--- src/hw/watchdog_pkg.sv ---
// Purpose: shared constants and types for the watchdog block
// Assumes: apb with 32-bit data, one aligned word per register
// Notes:   byte offsets are byte addresses on the apb side
package watchdog_pkg;
	localparam logic [15:0] CONTROL_ADDR   = 16'hffae;
	localparam logic [15:0] COUNT_ADDR     = 16'hffb0;
	localparam logic [15:0] IRQ_STAT_ADDR  = 16'hffb4;
	localparam logic [15:0] IRQ_MASK_ADDR  = 16'hffb8;
	localparam logic [15:0] COMMAND_ADDR   = 16'hffbc;
	localparam logic [15:0] ADDR_ALIGN     = 16'hfffc;
	localparam int          DIV_SLOW       = 128;
	localparam int          DIV_FAST       = 2;
	localparam logic [6:0]  DIV_SLOW_LAST  = 7'(DIV_SLOW - 1);
	localparam logic [6:0]  DIV_FAST_MASK  = 7'(DIV_FAST - 1);
	localparam logic [7:0]  CTRL_LOW_HW    = 8'h1c;
	localparam logic [7:0]  CTRL_LOW_SW    = 8'h04;
	localparam logic [7:0]  CTRL_LOW_WDT   = 8'h06;
	localparam logic [7:0]  CTRL_LOW_INIT  = 8'h00;
	localparam int          BIT_DIVSEL     = 0;
	localparam int          BIT_WDT_FLAG   = 1;
	localparam int          BIT_SW_FLAG    = 2;
	localparam int          BIT_SHW_FLAG   = 3;
	localparam int          BIT_LHW_FLAG   = 4;
	localparam int          CMD_SERVICE    = 0;
	localparam int          CMD_SW_RESET   = 1;
	localparam int          CMD_DISABLE    = 2;
	localparam int          CMD_END_OF_INIT_INSTRUCTION      = 3;
	localparam int          IRQ_OVERFLOW   = 0;
	localparam int          IRQ_SERVICE    = 1;
	localparam int          IRQ_W          = 2;
	localparam int          RST_PULSE      = 4;
	localparam logic [2:0]  RST_PULSE_LAST = 3'(RST_PULSE - 1);
	localparam logic [15:0] COUNT_MAX      = 16'hffff;
	localparam logic [15:0] COUNT_ZERO     = 16'h0000;

	typedef struct packed {
		logic [7:0] high_byte_reload;
		logic [7:0] low;
	} control_t;

	typedef enum logic [1:0] {
		ST_RUN   = 2'b00,
		ST_RESET = 2'b01,
		ST_OFF   = 2'b10
	} wd_state_t;
endpackage

--- src/hw/watchdog_timer.sv ---
// Purpose: 16-bit watchdog with reload, reset-source flags and reset output
// Assumes: apb slave, zero wait states, sync active-low reset
// Notes:   cpu instructions arrive as write-only command bits over apb
`timescale 1ns/100ps

// Notes on behaviour
// - an overflow before service starts an internal reset sequence.
// - the watchdog reset drives the reset output pin low.
// - the counter is a 16-bit up counter ticked at cpu clock over 2 or 128.
// - two chained 8-bit stages, the high one loaded with the reload value on service.
// - each service clears the low 8 bits of the counter.
// - the count reads through a read-only word and writes to it do nothing.
// - divider select 0 picks clock over 2, 1 picks clock over 128.
// - the watchdog reset flag sets on overflow and clears on service.
// - the software reset flag sets when the software reset command runs.
// - the external reset input sets both long and short hardware flags.
// - control bits 7, 6 and 5 are reserved and always read zero.
// - the control high byte holds the writable reload value.
// - after any reset the watchdog runs from zero at clock over 2.
// - disable works only before the first end-of-init or service.
// - control low byte after reset is 0x1c hardware, 0x04 software, 0x06 watchdog.
module watchdog_timer
	import watchdog_pkg::*;
(
	input  wire logic        i_sys_clk,
	input  wire logic        i_nrst,
	input  wire logic        i_external_reset_input,
	input  wire logic        psel,
	input  wire logic        penable,
	input  wire logic        pwrite,
	input  wire logic [15:0] paddr,
	input  wire logic [31:0] pwdata,
	output logic      [31:0] prdata,
	output logic             pready,
	output logic             pslverr,
	output logic             o_reset_output_pin_n,
	output logic             o_internal_reset,
	output logic             o_irq
);
	function automatic logic hit(input logic [15:0] a, input logic [15:0] base);
		return (a & ADDR_ALIGN) == (base & ADDR_ALIGN);
	endfunction

	control_t         control_reg;
	logic      [15:0] count_reg;
	logic      [6:0]  prescale_reg;
	wd_state_t        state_reg;
	logic             armed_reg;
	logic      [2:0]  rst_cnt_reg;
	logic [IRQ_W-1:0] irq_stat_reg;
	logic [IRQ_W-1:0] irq_mask_reg;
	logic             access;
	logic             wr;
	logic             rd;
	logic             tick;
	logic             service;
	logic             sw_reset;
	logic             wd_reset;
	logic             hw_reset;
	logic             any_reset;
	logic             overflow;
	logic      [IRQ_W-1:0] irq_set;

	assign access   = psel && penable;
	assign wr       = access && pwrite;
	assign rd       = access && !pwrite;
	assign service  = wr && hit(paddr, COMMAND_ADDR) && pwdata[CMD_SERVICE];
	assign sw_reset = wr && hit(paddr, COMMAND_ADDR) && pwdata[CMD_SW_RESET];
	assign hw_reset = !i_external_reset_input;
	// the divided clocks are enables so the counter stays on one clock
	assign tick = control_reg.low[BIT_DIVSEL] ? (prescale_reg == DIV_SLOW_LAST)
		: ((prescale_reg & DIV_FAST_MASK) == DIV_FAST_MASK);
	assign overflow  = (state_reg == ST_RUN) && tick && !service && count_reg == COUNT_MAX;
	assign wd_reset  = (state_reg == ST_RESET) && rst_cnt_reg == RST_PULSE_LAST;
	assign any_reset = hw_reset || sw_reset || wd_reset;
	assign irq_set   = {service, overflow};

	always_ff @(posedge i_sys_clk) begin
		if (!i_nrst || any_reset)
			prescale_reg <= '0;
		else
			prescale_reg <= prescale_reg + 7'h01;
	end

	always_ff @(posedge i_sys_clk) begin
		if (!i_nrst || any_reset)
			count_reg <= COUNT_ZERO;
		else if (service)
			count_reg <= {control_reg.high_byte_reload, 8'h00};
		else if (state_reg == ST_RUN && tick)
			count_reg <= count_reg + 16'h0001;
	end

	always_ff @(posedge i_sys_clk) begin
		if (!i_nrst) begin
			state_reg   <= ST_RUN;
			rst_cnt_reg <= '0;
		end else if (hw_reset || sw_reset || wd_reset) begin
			state_reg   <= ST_RUN;
			rst_cnt_reg <= '0;
		end else begin
			case (state_reg)
				ST_RUN: begin
					if (overflow)
						state_reg <= ST_RESET;
					else if (wr && hit(paddr, COMMAND_ADDR) && pwdata[CMD_DISABLE] && armed_reg)
						state_reg <= ST_OFF;
				end
				ST_RESET: rst_cnt_reg <= rst_cnt_reg + 3'h1;
				ST_OFF: state_reg <= ST_OFF;
				default: state_reg <= ST_RUN;
			endcase
		end
	end

	// disable is only honoured in the window after reset
	always_ff @(posedge i_sys_clk) begin
		if (!i_nrst || any_reset)
			armed_reg <= 1'b1;
		else if (service || (wr && hit(paddr, COMMAND_ADDR) && pwdata[CMD_END_OF_INIT_INSTRUCTION]))
			armed_reg <= 1'b0;
	end

	always_ff @(posedge i_sys_clk) begin
		if (!i_nrst) begin
			control_reg <= '{high_byte_reload: 8'h00, low: CTRL_LOW_INIT};
		end else if (hw_reset) begin
			control_reg <= '{high_byte_reload: 8'h00, low: CTRL_LOW_HW};
		end else if (wd_reset) begin
			control_reg.low <= CTRL_LOW_WDT;
		end else if (sw_reset) begin
			control_reg.low <= CTRL_LOW_SW;
		end else begin
			if (wr && hit(paddr, CONTROL_ADDR)) begin
				control_reg.high_byte_reload   <= pwdata[15:8];
				control_reg.low[BIT_DIVSEL]    <= pwdata[BIT_DIVSEL];
			end
			if (wr && hit(paddr, COMMAND_ADDR) && pwdata[CMD_END_OF_INIT_INSTRUCTION])
				control_reg.low[BIT_LHW_FLAG:BIT_WDT_FLAG] <= 4'h0;
			if (overflow)
				control_reg.low[BIT_WDT_FLAG] <= 1'b1;
			else if (service)
				control_reg.low[BIT_WDT_FLAG] <= 1'b0;
		end
	end

	always_ff @(posedge i_sys_clk) begin
		if (!i_nrst) begin
			o_reset_output_pin_n <= 1'b1;
			o_internal_reset     <= 1'b0;
		end else begin
			o_reset_output_pin_n <= !(state_reg == ST_RESET || overflow);
			o_internal_reset     <= (state_reg == ST_RESET || overflow);
		end
	end

	// a read clears the status, but a new event in that cycle still wins
	always_ff @(posedge i_sys_clk) begin
		if (!i_nrst) begin
			irq_stat_reg <= '0;
			irq_mask_reg <= '0;
		end else begin
			if (rd && hit(paddr, IRQ_STAT_ADDR))
				irq_stat_reg <= irq_set;
			else
				irq_stat_reg <= irq_stat_reg | irq_set;
			if (wr && hit(paddr, IRQ_MASK_ADDR))
				irq_mask_reg <= pwdata[IRQ_W-1:0];
		end
	end

	always_ff @(posedge i_sys_clk) begin
		if (!i_nrst)
			o_irq <= 1'b0;
		else
			o_irq <= |(((rd && hit(paddr, IRQ_STAT_ADDR)) ? irq_set : (irq_stat_reg | irq_set))
				& irq_mask_reg);
	end

	// count and control reads are registered; zero wait states on every access
	always_ff @(posedge i_sys_clk) begin
		if (!i_nrst) begin
			prdata  <= '0;
			pready  <= 1'b0;
			pslverr <= 1'b0;
		end else begin
			pready  <= psel && !penable;
			pslverr <= 1'b0;
			prdata  <= '0;
			if (psel && !penable) begin
				if (hit(paddr, CONTROL_ADDR))
					prdata <= {16'h0000, control_reg.high_byte_reload, 3'b000,
						control_reg.low[4:0]};
				else if (hit(paddr, COUNT_ADDR))
					prdata <= {16'h0000, count_reg};
				else if (hit(paddr, IRQ_STAT_ADDR))
					prdata <= {{(32-IRQ_W){1'b0}}, irq_stat_reg | irq_set};
				else if (hit(paddr, IRQ_MASK_ADDR))
					prdata <= {{(32-IRQ_W){1'b0}}, irq_mask_reg};
				else if (!hit(paddr, COMMAND_ADDR))
					pslverr <= 1'b1;
			end
		end
	end

	// an outside reset during the sequence aborts it, so that case is not checked
	a_wrap_resets: assert property (@(posedge i_sys_clk) disable iff (!i_nrst || hw_reset || sw_reset)
		overflow |=> state_reg == ST_RESET ##3 wd_reset)
		else $error("overflow did not lead to reset");
	a_pin_low: assert property (@(posedge i_sys_clk) disable iff (!i_nrst)
		overflow |=> !o_reset_output_pin_n)
		else $error("reset pin not low after overflow");
	a_service_load: assert property (@(posedge i_sys_clk) disable iff (!i_nrst || any_reset)
		service |=> count_reg == {$past(control_reg.high_byte_reload), 8'h00})
		else $error("service load wrong");
	a_count_step: assert property (@(posedge i_sys_clk) disable iff (!i_nrst || any_reset)
		(state_reg == ST_RUN && tick && !service) |=> count_reg == $past(count_reg) + 16'h0001)
		else $error("count did not advance");
	a_flag_set: assert property (@(posedge i_sys_clk) disable iff (!i_nrst)
		overflow && !hw_reset && !sw_reset |=> control_reg.low[BIT_WDT_FLAG])
		else $error("watchdog flag not set");
	a_sw_value: assert property (@(posedge i_sys_clk) disable iff (!i_nrst)
		sw_reset && !hw_reset && !wd_reset |=> control_reg.low == CTRL_LOW_SW && count_reg == COUNT_ZERO)
		else $error("software reset value wrong");
	a_hw_value: assert property (@(posedge i_sys_clk) disable iff (!i_nrst)
		hw_reset |=> control_reg.low == CTRL_LOW_HW)
		else $error("hardware reset value wrong");
	a_disable_late: assert property (@(posedge i_sys_clk) disable iff (!i_nrst)
		(!armed_reg && state_reg == ST_RUN && !overflow) |=> state_reg != ST_OFF)
		else $error("late disable honoured");
	a_fast_tick: assert property (@(posedge i_sys_clk) disable iff (!i_nrst || any_reset)
		((!control_reg.low[BIT_DIVSEL] && tick) ##1 !control_reg.low[BIT_DIVSEL]
			##1 !control_reg.low[BIT_DIVSEL]) |-> tick && !$past(tick))
		else $error("divide by two tick spacing wrong");

	a_low_clear: assert property (@(posedge i_sys_clk) disable iff (!i_nrst || any_reset)
		service |=> count_reg[7:0] == 8'h00)
		else $error("service left low byte set");

	// a write to the count word must leave it alone apart from a normal tick
	a_count_ro: assert property (@(posedge i_sys_clk) disable iff (!i_nrst || any_reset)
		(wr && hit(paddr, COUNT_ADDR) && !(state_reg == ST_RUN && tick))
			|=> count_reg == $past(count_reg))
		else $error("count changed by a write");

	a_slow_tick: assert property (@(posedge i_sys_clk) disable iff (!i_nrst || any_reset)
		(control_reg.low[BIT_DIVSEL] && tick) |=> prescale_reg == 7'h00)
		else $error("divide by 128 tick misplaced");

	a_reserved_zero: assert property (@(posedge i_sys_clk) disable iff (!i_nrst)
		control_reg.low[7:5] == 3'b000)
		else $error("reserved control bits set");

	a_irq_level: assert property (@(posedge i_sys_clk) disable iff (!i_nrst)
		1'b1 |=> o_irq == |(irq_stat_reg & $past(irq_mask_reg)))
		else $error("interrupt level wrong");

	a_reset_pulse: assert property (@(posedge i_sys_clk) disable iff (!i_nrst || hw_reset)
		$fell(o_reset_output_pin_n) |=> !o_reset_output_pin_n [*4] ##1 o_reset_output_pin_n)
		else $error("reset pin pulse length wrong");

	a_ready_pulse: assert property (@(posedge i_sys_clk) disable iff (!i_nrst)
		pready |=> !pready)
		else $error("ready held too long");
endmodule

--- config.mk ---
export PLATFORM = sky130hd
export DESIGN_NAME = watchdog_timer
export DESIGN_NICKNAME = d
export VERILOG_FILES = /design/src/hw/watchdog_pkg.sv /design/src/hw/watchdog_timer.sv
export SDC_FILE = /design/constraint.sdc
export NUM_CORES = 1
export LEC_CHECK = 0
export BUFFER_PORTS_ARGS = -buffer_cell sky130_fd_sc_hd__buf_4
export CAP_MARGIN = 30
export CORE_ASPECT_RATIO = 2
export CORE_MARGIN = 1.5
export CORE_UTILIZATION = 33
export DETAILED_ROUTE_END_ITERATION = 10
export GPL_TIMING_DRIVEN = 0
export HOLD_SLACK_MARGIN = 0.1
export PLACE_DENSITY_LB_ADDON = 0.1
export SLEW_MARGIN = 20
export SYNTH_ARGS = -nofsm -noshare
export SYNTH_HDL_FRONTEND = slang
export SYNTH_SLANG_ARGS = --single-unit
--- constraint.sdc ---
create_clock -name i_sys_clk -period 2.3 [get_ports i_sys_clk]
set_input_delay 0.115 -clock i_sys_clk [delete_from_list [all_inputs] [get_ports i_sys_clk]]
set_output_delay 0.115 -clock i_sys_clk [all_outputs]
set_load 0.01 [all_outputs]
==> run_results.csv, run 1 <==
group,metric,value,unit
cells_and_area,diodes,0,
detailed_routing,drt_iter0_drc,108,
detailed_routing,ant_nets,0,
timing,slew_viol_final,0,
global_routing,grt_pass1_wl,12.4,mm
critical_path,crit_cells,6,
cells_and_area,layout.nets,477,
yosys,avgSynthCellArea,8.92,um2
global_routing,gr-usage-all-layers,16.9,%
cells_and_area,synthToLayoutAreaGrowth,33.4,%
critical_path,crit_buf_inv,0,
power_and_ir_drop,power_density,669,mW/mm2
cts,numCtsBuffers,9,
cells_and_area,layout-drive-gt1-share,22.9,%
cells_and_area,fin_util,45.4,%
timing,min_period,2.11,ns
floorplanning,boundaryPins,91,
place,placed_cells,495,
critical_path,cp_cell_sequence,"ha_1 -> nand3_1 -> a2bb2oi_2 -> or4_1 -> a221o_1 -> a21oi_2",
yosys,async_reset_ff_share,0,%
critical_path,startpoint_type,"register",
critical_path,endpoint,"prdata[0]",
cts,cts_buffer_depth,2,
floorplanning,start_util,34.0,%
timing,max_freq,0.475,GHz
cts,cts_tree,"done",
critical_path,critPathCaptureType,"register",
cts,path_clk_slew,0.05,ns
yosys,yosys_most_used_dff,"dfxtp_1",
global_routing,grt.overflow.total,0,
timing,rsz0062_at_grt,"false",
detailed_routing,firstDrtPassIters,4,
timing,fin_crit_sh,91.6,%
power_and_ir_drop,ir_worst_vdd,0.576,mV
timing,setup_ws,0.193,ns
critical_path,r2r_cells,6,
critical_path,cp_max_fo,9,
critical_path,cp_slowest_cell,"or4_1",
floorplanning,die_area,0.00953,mm2
yosys,ys_ff_latch,66,
place,portBuffers,50,
place,dp_hpwl,5.71,mm
floorplanning,fp.dieW,69.8,um
detailed_routing,wl_per_cell,14.4,um
yosys,yosys.area.top_type_share,44.9,%
yosys,synth-seq-area-share,44.9,%
timing,fin_setup_tns,0,ns
global_routing,grt_max_degree,11,
critical_path,worstPathRequired,2.55,ns
critical_path,rr_endpoint,"prdata[0]",
timing,skew,0.00359,ns
timing,hold_violations,0,
floorplanning,rows,48,
cts,post_cts.repair.setup_buffers,0,
global_routing,antenna_found_initial,0,
cts,htreeDepth,3,
timing,setup_violations,0,
yosys,synth_cells,330,
detailed_routing,drt-total-wl,7.56,mm
timing,worstMarginPinSlew,0.679,ns
floorplanning,die_y,137,um
detailed_routing,drc_errors,0,
worst_hold_path,hold_path.class,"input port to register",
critical_path,worstSetupPathType,"register to register",
critical_path,startpoint,"prescale_reg[0]",
detailed_routing,num_vias,2598,
yosys,yosysWarnings,0,
place,place_congestion,0.814,
cts,insertion_delay,0.32,ns
yosys,synth_edf_count,0,
yosys,ys_top_cells_by_area,"dfxtp_1, nor2_1, xnor2_1",
critical_path,cpLargestDelayFamily,"compound AO/OA/AOI/OAI gates",
cts,root_buffer,"clkbuf_16",
critical_path,crit_path_max_incr_delay,0.54,ns
critical_path,ff2ff_setup_slack,0.19,ns
cts,clkSinkCount,66,
yosys,syn_area,0.00294,mm2
yosys,synth.distinct_cells,48,
place,preCtsSetupSlack,-0.136,ns
global_routing,first_global_vias,2524,
flow_run,drv_cap,0,
critical_path,worst_ep_arrival_time,2.36,ns
timing,hold_slack,0.171,ns
timing,max_slew_margin,54.4,%
cells_and_area,fin_cells,523,
detailed_routing,avgViaCountPerCell,4.97,
status,status,"complete, no violations",
yosys,yosysTopAreaCell,"dfxtp_1",
critical_path,rr_startpoint,"prescale_reg[0]",
power_and_ir_drop,power.leakage,1.53,nW
floorplanning,core_area,0.00865,mm2
-- worst min-delay path by stage --
stage	startpoint	to	cells after the start
after detailed placement	i_external_reset_input	control_reg[3]	2
after global placement	i_external_reset_input	control_reg[3]	2
after floorplan	i_nrst	o_reset_output_pin_n	1
after CTS	pwdata[2]	state_reg[1]	4
after global routing	pwdata[2]	state_reg[1]	4
final	pwdata[2]	state_reg[1]	4
-- cells in the mapped netlist (all sizes together) (9+ instances only) --
library cell	instances
a211oi	10
a22oi	11
buf	21
clkbuf	9
dfxtp	66
inv	9
mux2i	14
nand2	17
nand3	14
nor2	58
nor3	10
xnor2	19
-- logic make-up (layout without fill, tap and decap cells) --
group | Yosys count | after routing | synth area share (%)
adder cells (fa/ha/maj) | 4 | 4 | 1.70
multiplexers | 14 | 14 | 4.76
AND/OR/NAND/NOR | 143 | 143 | 24.8
flip-flops | 66 | 66 | 44.9
AO/OA/AOI/OAI | 42 | 42 | 10.3
other | 1 | 16 | 0.127
XOR/XNOR | 21 | 21 | 6.25
buffers and inverters | 39 | 117 | 7.19
-- worst register-to-register path: cells and delay by family (launching register included) --
family / cells / cell delay [ns]
AO/OA/AOI/OAI: 3 / 0.74
flip-flops: 1 / 0.39
AND/OR/NAND/NOR: 2 / 0.70
adder cells (fa/ha/maj): 1 / 0.20
-- per-layer routing --
| layer | part of all wire, % | track usage (%) | up-vias | wire length [um] |
|---|---|---|---|---|
| li1 | - | - | 1308 | - |
| met1 | 38 | 17.7 | 1221 | 2860 |
| met2 | 55 | 29.9 | 55 | 4170 |
| met3 | 3.7 | 4.05 | 14 | 283 |
| met4 | 3.2 | 10.8 | 0 | 238 |
| met5 | 0 | 0 | - | 0 |
-- power by group --
| part | switching (mW) | internal, mW | leakage [nW] | total, mW |
|---|---|---|---|---|
| sequential | 0.00446 | 1.15 | 0.533 | 1.16 |
| clock | 0.461 | 0.858 | 0.142 | 1.32 |
| combinational | 0.0742 | 0.0782 | 0.853 | 0.152 |
| total | 0.540 | 2.09 | 1.53 | 2.63 |
-- layout make-up --
| class | instances | area [um2] |
|---|---|---|
| Buffer | 30 | 179 |
| Sequential cell | 66 | 1320 |
| Timing Repair Buffer | 63 | 495 |
| Tap cell | 100 | 125 |
| Clock buffer | 12 | 246 |
| Multi-Input combinational cell | 240 | 1480 |
| Inverter | 9 | 33.8 |
| Fill cell | 870 | 4720 |
| Clock inverter | 3 | 40.0 |
-- cells in the final DEF, fill, tap and decap left out, drive strengths merged, types with 3 or more instances in the layout --
master | Yosys | routed
nor3b | 4 | 4
nand4 | 7 | 7
nand2 | 17 | 17
nor2b | 4 | 4
nor4 | 5 | 5
buf | 21 | 73
ha | 4 | 4
inv | 9 | 9
nand2b | 3 | 3
a22oi | 11 | 11
xnor2 | 19 | 19
clkbuf | 9 | 21
or4 | 3 | 3
nor2 | 58 | 58
and3 | 7 | 7
dlygate4sd3 | 0 | 11
a21oi | 6 | 6
nand3 | 14 | 14
conb | 1 | 16
a211oi | 10 | 10
mux2i | 14 | 14
nor3 | 10 | 10
dfxtp | 66 | 66
a31oi | 4 | 4
-- what timing repair did --
item,in CTS,in global routing
hold buffers,11,0
endpoints found under the hold margin,13,0
gates cloned,0,0
setup endpoints to repair,7,4
resized for setup,2,3
-- metrics by stage --
| stage | power (mW) | cell area [um2] |
|---|---|---|
| 2_1_floorplan | 1.25 | 3000 |
| 3_3_place_gp | 1.31 | 3500 |
| 3_5_place_dp | 1.32 | 3500 |
| 4_1_cts | 2.66 | 3910 |
| 5_1_grt | 2.73 | 3930 |
| 6_report | 2.63 | 3930 |
Note: power is estimated with default switching activity, not from simulation.
==> inputs of run 2 (changes only) <==
==> constraint.sdc (replaced) <==
create_clock -name i_sys_clk -period 2.3 [get_ports i_sys_clk]
set_input_delay 0.46 -clock i_sys_clk [delete_from_list [all_inputs] [get_ports i_sys_clk]]
set_output_delay 0.46 -clock i_sys_clk [all_outputs]
set_load 0.01 [all_outputs]
==> run_results.csv, run 2 (synthesis gave the netlist of run 1 again) <==
group,metric,value,unit
status,status,"complete, no violations",
cells_and_area,synthToLayoutAreaGrowth,29.6,%
cts,cts_buffer_depth,2,
critical_path,cp_max_fo,10,
timing,worstMarginPinSlew,0.688,ns
floorplanning,die_y,137,um
floorplanning,boundaryPins,91,
cts,numCtsBuffers,9,
detailed_routing,firstDrtPassIters,4,
timing,fin_crit_sh,94.3,%
place,preCtsSetupSlack,-0.374,ns
floorplanning,start_util,34.0,%
critical_path,worstPathRequired,2.55,ns
global_routing,first_global_vias,2489,
floorplanning,fp.dieW,69.8,um
timing,min_period,2.17,ns
critical_path,worstSetupPathType,"input port to register",
timing,rsz0062_at_grt,"false",
timing,setup_violations,0,
power_and_ir_drop,power_density,685,mW/mm2
power_and_ir_drop,power,2.61,mW
cts,insertion_delay,0.32,ns
detailed_routing,drt_iter0_drc,118,
detailed_routing,wl_met2,4.06,mm
cells_and_area,diodes,0,
timing,max_freq,0.461,GHz
power_and_ir_drop,internal-power,2.08,mW
timing,setup_ws,0.130,ns
floorplanning,die_area,0.00953,mm2
global_routing,grt_max_degree,11,
floorplanning,rows,48,
cells_and_area,multi_input_area,0.00148,mm2
power_and_ir_drop,power_frac_seq,44.2,%
detailed_routing,num_vias,2559,
timing,hold_violations,0,
critical_path,worst_ep_arrival_time,2.42,ns
detailed_routing,drc_errors,0,
place,place_congestion,0.814,
cells_and_area,fin_cells,512,
cells_and_area,final_cell_mix,"buf_4, dfxtp_1, nor2_1, xnor2_1, nand2_1",
floorplanning,core_area,0.00865,mm2
detailed_routing,avgViaCountPerCell,5.00,
power_and_ir_drop,pwr-share-clk,50.5,%
timing,slew_viol_final,0,
power_and_ir_drop,power.switching,537,uW
cts,cts_hold_buf,0,
flow_run,drv_cap,0,
power_and_ir_drop,power.leakage,1.48,nW
worst_hold_path,hold_path.class,"input port to register",
cells_and_area,fillers,874,
cts,cts_tree,"done",
cells_and_area,fin_util,44.1,%
cts,root_buffer,"clkbuf_16",
detailed_routing,drt-total-wl,7.54,mm
critical_path,critPathCaptureType,"register",
timing,max_slew_margin,53.8,%
detailed_routing,top_layer,"met4",
place,placed_cells,495,
global_routing,grt.overflow.total,0,
global_routing,antenna_found_initial,0,
global_routing,gr-usage-all-layers,16.8,%
power_and_ir_drop,pwr-share-comb,5.3,%
place,portBuffers,50,
cts,path_clk_slew,0.05,ns
power_and_ir_drop,swShare,20.6,%
detailed_routing,dr_wl_met3,290,um
detailed_routing,wl_met1,2.89,mm
cts,htreeDepth,3,
timing,hold_slack,0.342,ns
cells_and_area,layout-drive-gt1-share,23.5,%
cells_and_area,seq_area,0.00132,mm2
detailed_routing,wl_per_cell,14.7,um
detailed_routing,ant_nets,0,
cells_and_area,layout.nets,466,
global_routing,grt_pass1_wl,12.3,mm
timing,skew,0.00382,ns
place,dp_hpwl,5.71,mm
cts,clkSinkCount,66,
critical_path,startpoint_type,"input port",
power_and_ir_drop,ir_worst_vdd,0.563,mV
[run 2: worst max-delay path: stages]
cell and delay (ns):
buf_4 0.10, nand4b_1 0.26, or4_4 0.49, nor3_1 0.51, buf_2 0.36, a22oi_1 0.10
nor2_1 0.13
[run 2: layer usage]
metal	up-vias	track usage [%]
li1	1286	-
met1	1193	17.5
met2	61	29.6
met3	19	4.12
met4	0	10.8
met5	-	0
[run 2: what timing repair did]
action	in CTS	in global routing
setup buffers	0	0
resized for setup	2	3
setup endpoints to repair	24	4
cloned	0	0
[run 2: worst paths after layout]
| path | from | end | slack [ns] | cells past startpoint |
|---|---|---|---|---|
| worst max-delay path | paddr[6] | prdata[13] | 0.13 | 7 |
| worst min-delay path | i_external_reset_input | control_reg[3] | 0.34 | 2 |
| worst max register to register | prescale_reg[0] | prdata[0] | 0.18 | 6 |
| worst min register to register | state_reg[0] | state_reg[1] | 0.45 | 1 |
[run 2: cell type report]
class	count	share of cell area (%)
multi-input combinational	240	38.9
sequential	66	34.6
timing repair buffer	52	10.1
clock buffer	12	6.46
buffer	30	4.69
tap	100	3.28
clock inverter	3	1.05
inverter	9	0.886
[run 2: through the flow]
step	TNS (ns)	cell area, um2
detailed placement	-14.21	3500
CTS	-0.367	3800
finish	0	3810
floorplan	0	3000
global placement	-13.04	3500
global route	0	3810
[run 2: power groups by stage]
stage	registers, mW	clock network [mW]	logic [mW]
after detailed placement	1.18	0	0.137
after floorplan	1.18	0	0.0732
after CTS	1.16	1.35	0.137
after global routing	1.16	1.41	0.152
after global placement	1.18	0	0.135
final	1.16	1.32	0.138
==> inputs of run 3 (changes only) <==
- REMOVE_ABC_BUFFERS: default -> 1
==> run_results.csv, run 3 (synthesis gave the netlist of run 1 again) <==
group,metric,value,unit
critical_path,worst_ep_arrival_time,2.45,ns
global_routing,grt_max_degree,23,
timing,min_period,2.21,ns
worst_hold_path,worst_hold_startpoint,"i_external_reset_input",
timing,rsz0062_at_grt,"false",
place,place_congestion,0.789,
critical_path,startpoint,"paddr[6]",
cts,numCtsBuffers,9,
timing,max_slew_margin,45.7,%
critical_path,rr_startpoint,"prescale_reg[0]",
floorplanning,die_y,137,um
cts,path_clk_slew,0.05,ns
global_routing,grt.overflow.total,0,
timing,hold_slack,0.349,ns
cts,htreeDepth,3,
detailed_routing,num_vias,2421,
cts,insertion_delay,0.34,ns
cells_and_area,final_cell_mix,"dfxtp_1, nor2_1, buf_4, xnor2_1, nand2_1",
cts,clkSinkCount,66,
floorplanning,boundaryPins,91,
floorplanning,start_util,34.0,%
global_routing,gr-usage-all-layers,15.7,%
critical_path,cp_cell_sequence,"buf_4 -> nand4b_1 -> or4_4 -> or4_1 -> a221o_1 -> a21oi_2",
critical_path,startpoint_type,"input port",
cells_and_area,diodes,0,
detailed_routing,ant_nets,0,
flow_run,drv_cap,0,
timing,worstMarginPinSlew,0.812,ns
global_routing,antenna_found_initial,0,
critical_path,r2r_cells,6,
critical_path,rr_endpoint,"prdata[0]",
detailed_routing,drc_errors,0,
cts,cts_buffer_depth,2,
timing,hold_violations,0,
floorplanning,fp.dieW,69.8,um
global_routing,first_global_vias,2277,
cells_and_area,layout-drive-gt1-share,22.5,%
cts,root_buffer,"clkbuf_16",
critical_path,ff2ff_setup_slack,0.13,ns
worst_hold_path,hold_path.class,"input port to register",
critical_path,cp_max_fo,4,
power_and_ir_drop,ir_worst_vdd,0.368,mV
critical_path,critPathCaptureType,"register",
timing,slew_viol_final,0,
detailed_routing,wl_per_cell,14.7,um
cts,cts_tree,"done",
detailed_routing,drt-total-wl,7.16,mm
floorplanning,rows,48,
power_and_ir_drop,power_density,703,mW/mm2
worst_hold_path,min_to,"control_reg[3]",
power_and_ir_drop,power.leakage,1.41,nW
worst_hold_path,hold_path_depth,2,
place,dp_hpwl,5.34,mm
critical_path,cp_slowest_cell,"or4_1",
detailed_routing,drt_iter0_drc,69,
critical_path,crit_buf_inv,1,
timing,setup_violations,0,
cts,post_cts.repair.setup_buffers,0,
detailed_routing,firstDrtPassIters,4,
cells_and_area,layout.nets,439,
cts,cts_hold_buf,0,
place,portBuffers,52,
detailed_routing,avgViaCountPerCell,4.98,
critical_path,worstPathRequired,2.54,ns
global_routing,grt_pass1_wl,11.3,mm
floorplanning,die_area,0.00953,mm2
cells_and_area,synthToLayoutAreaGrowth,27.0,%
timing,fin_crit_sh,96.1,%
critical_path,worstSetupPathType,"input port to register",
cells_and_area,final_common_cell,"dfxtp_1",
timing,fin_setup_tns,0,ns
critical_path,cpLargestDelayFamily,"simple AND/OR/NAND/NOR gates",
floorplanning,core_area,0.00865,mm2
status,status,"complete, no violations",
timing,skew,0.00576,ns
timing,max_freq,0.452,GHz
critical_path,crit_path_max_incr_delay,0.54,ns
## run 3: changes by cell type in the layout (fill, tap and decap cells not counted), sizes merged
cell,change
buf,-18
clkbuf,-10
clkinv,+2
## run 3: per-layer routing
layer  share of wire (%)  GRT usage (%)  wire length (um)  vias up
li1                    -              -                 -     1229
met1                  37           15.5              2620     1130
met2                  58           30.0              4130       49
met3                 3.3           3.17               236       13
met4                 2.5           8.33               177        0
met5                   0              0                 0        -
## run 3: how the worst max path moves through the flow
stage | end | slack, ns | depth (start not counted)
4_1_cts | armed_reg | 0.04 | 6
5_1_grt | prdata[0] | 0.03 | 6
3_3_place_gp | control_reg[8] | -1.97 | 6
3_5_place_dp | prescale_reg[5] | -0.67 | 6
6_report | prdata[0] | 0.09 | 6
2_1_floorplan | control_reg[10] | -0.68 | 5
## run 3: worst reg2reg max path, delay by kind of cell (launching register included)
kind,cells,cell delay [ns]
simple gates,2,0.73
fa+ha+maj,1,0.20
flops,1,0.37
compound gates,3,0.78
## run 3: stage by stage
| stage | total power, mW | worst slack [ns] | cell area [um2] | instances | util, % |
|---|---|---|---|---|---|
| 2_1_floorplan | 1.23 | -0.680 | 2820 | 315 | - |
| 3_3_place_gp | 1.29 | -1.97 | 3340 | 467 | 38.6 |
| 3_5_place_dp | 1.30 | -0.668 | 3390 | 470 | 39.2 |
| 4_1_cts | 2.66 | 0.0393 | 3720 | 486 | 43.0 |
| 5_1_grt | 2.72 | 0.0254 | 3740 | 486 | 43.2 |
| 6_report | 2.63 | 0.0896 | 3740 | 486 | 43.2 |
## run 3: layout make-up
type                    instances  area (um2)
multi-input cells             240        1540
well taps                     100         125
flip-flops and latches         66        1320
clock inverters                 5        53.8
clock buffers                  11         243
repair buffers                 55         417
fillers                       892        4910
inverters                       9        33.8
## run 3: timing repair
action	CTS	global route
setup endpoints to repair	32	19
pin swaps	0	1
gates resized for setup	4	5
## run 3: where the power goes
| part | total (mW) | leakage (nW) | switching [mW] | internal [mW] |
|---|---|---|---|---|
| sequential | 1.16 | 0.533 | 0.00450 | 1.15 |
| clock | 1.35 | 0.149 | 0.490 | 0.863 |
| combinational | 0.120 | 0.729 | 0.0703 | 0.0497 |
| total | 2.63 | 1.41 | 0.565 | 2.06 |
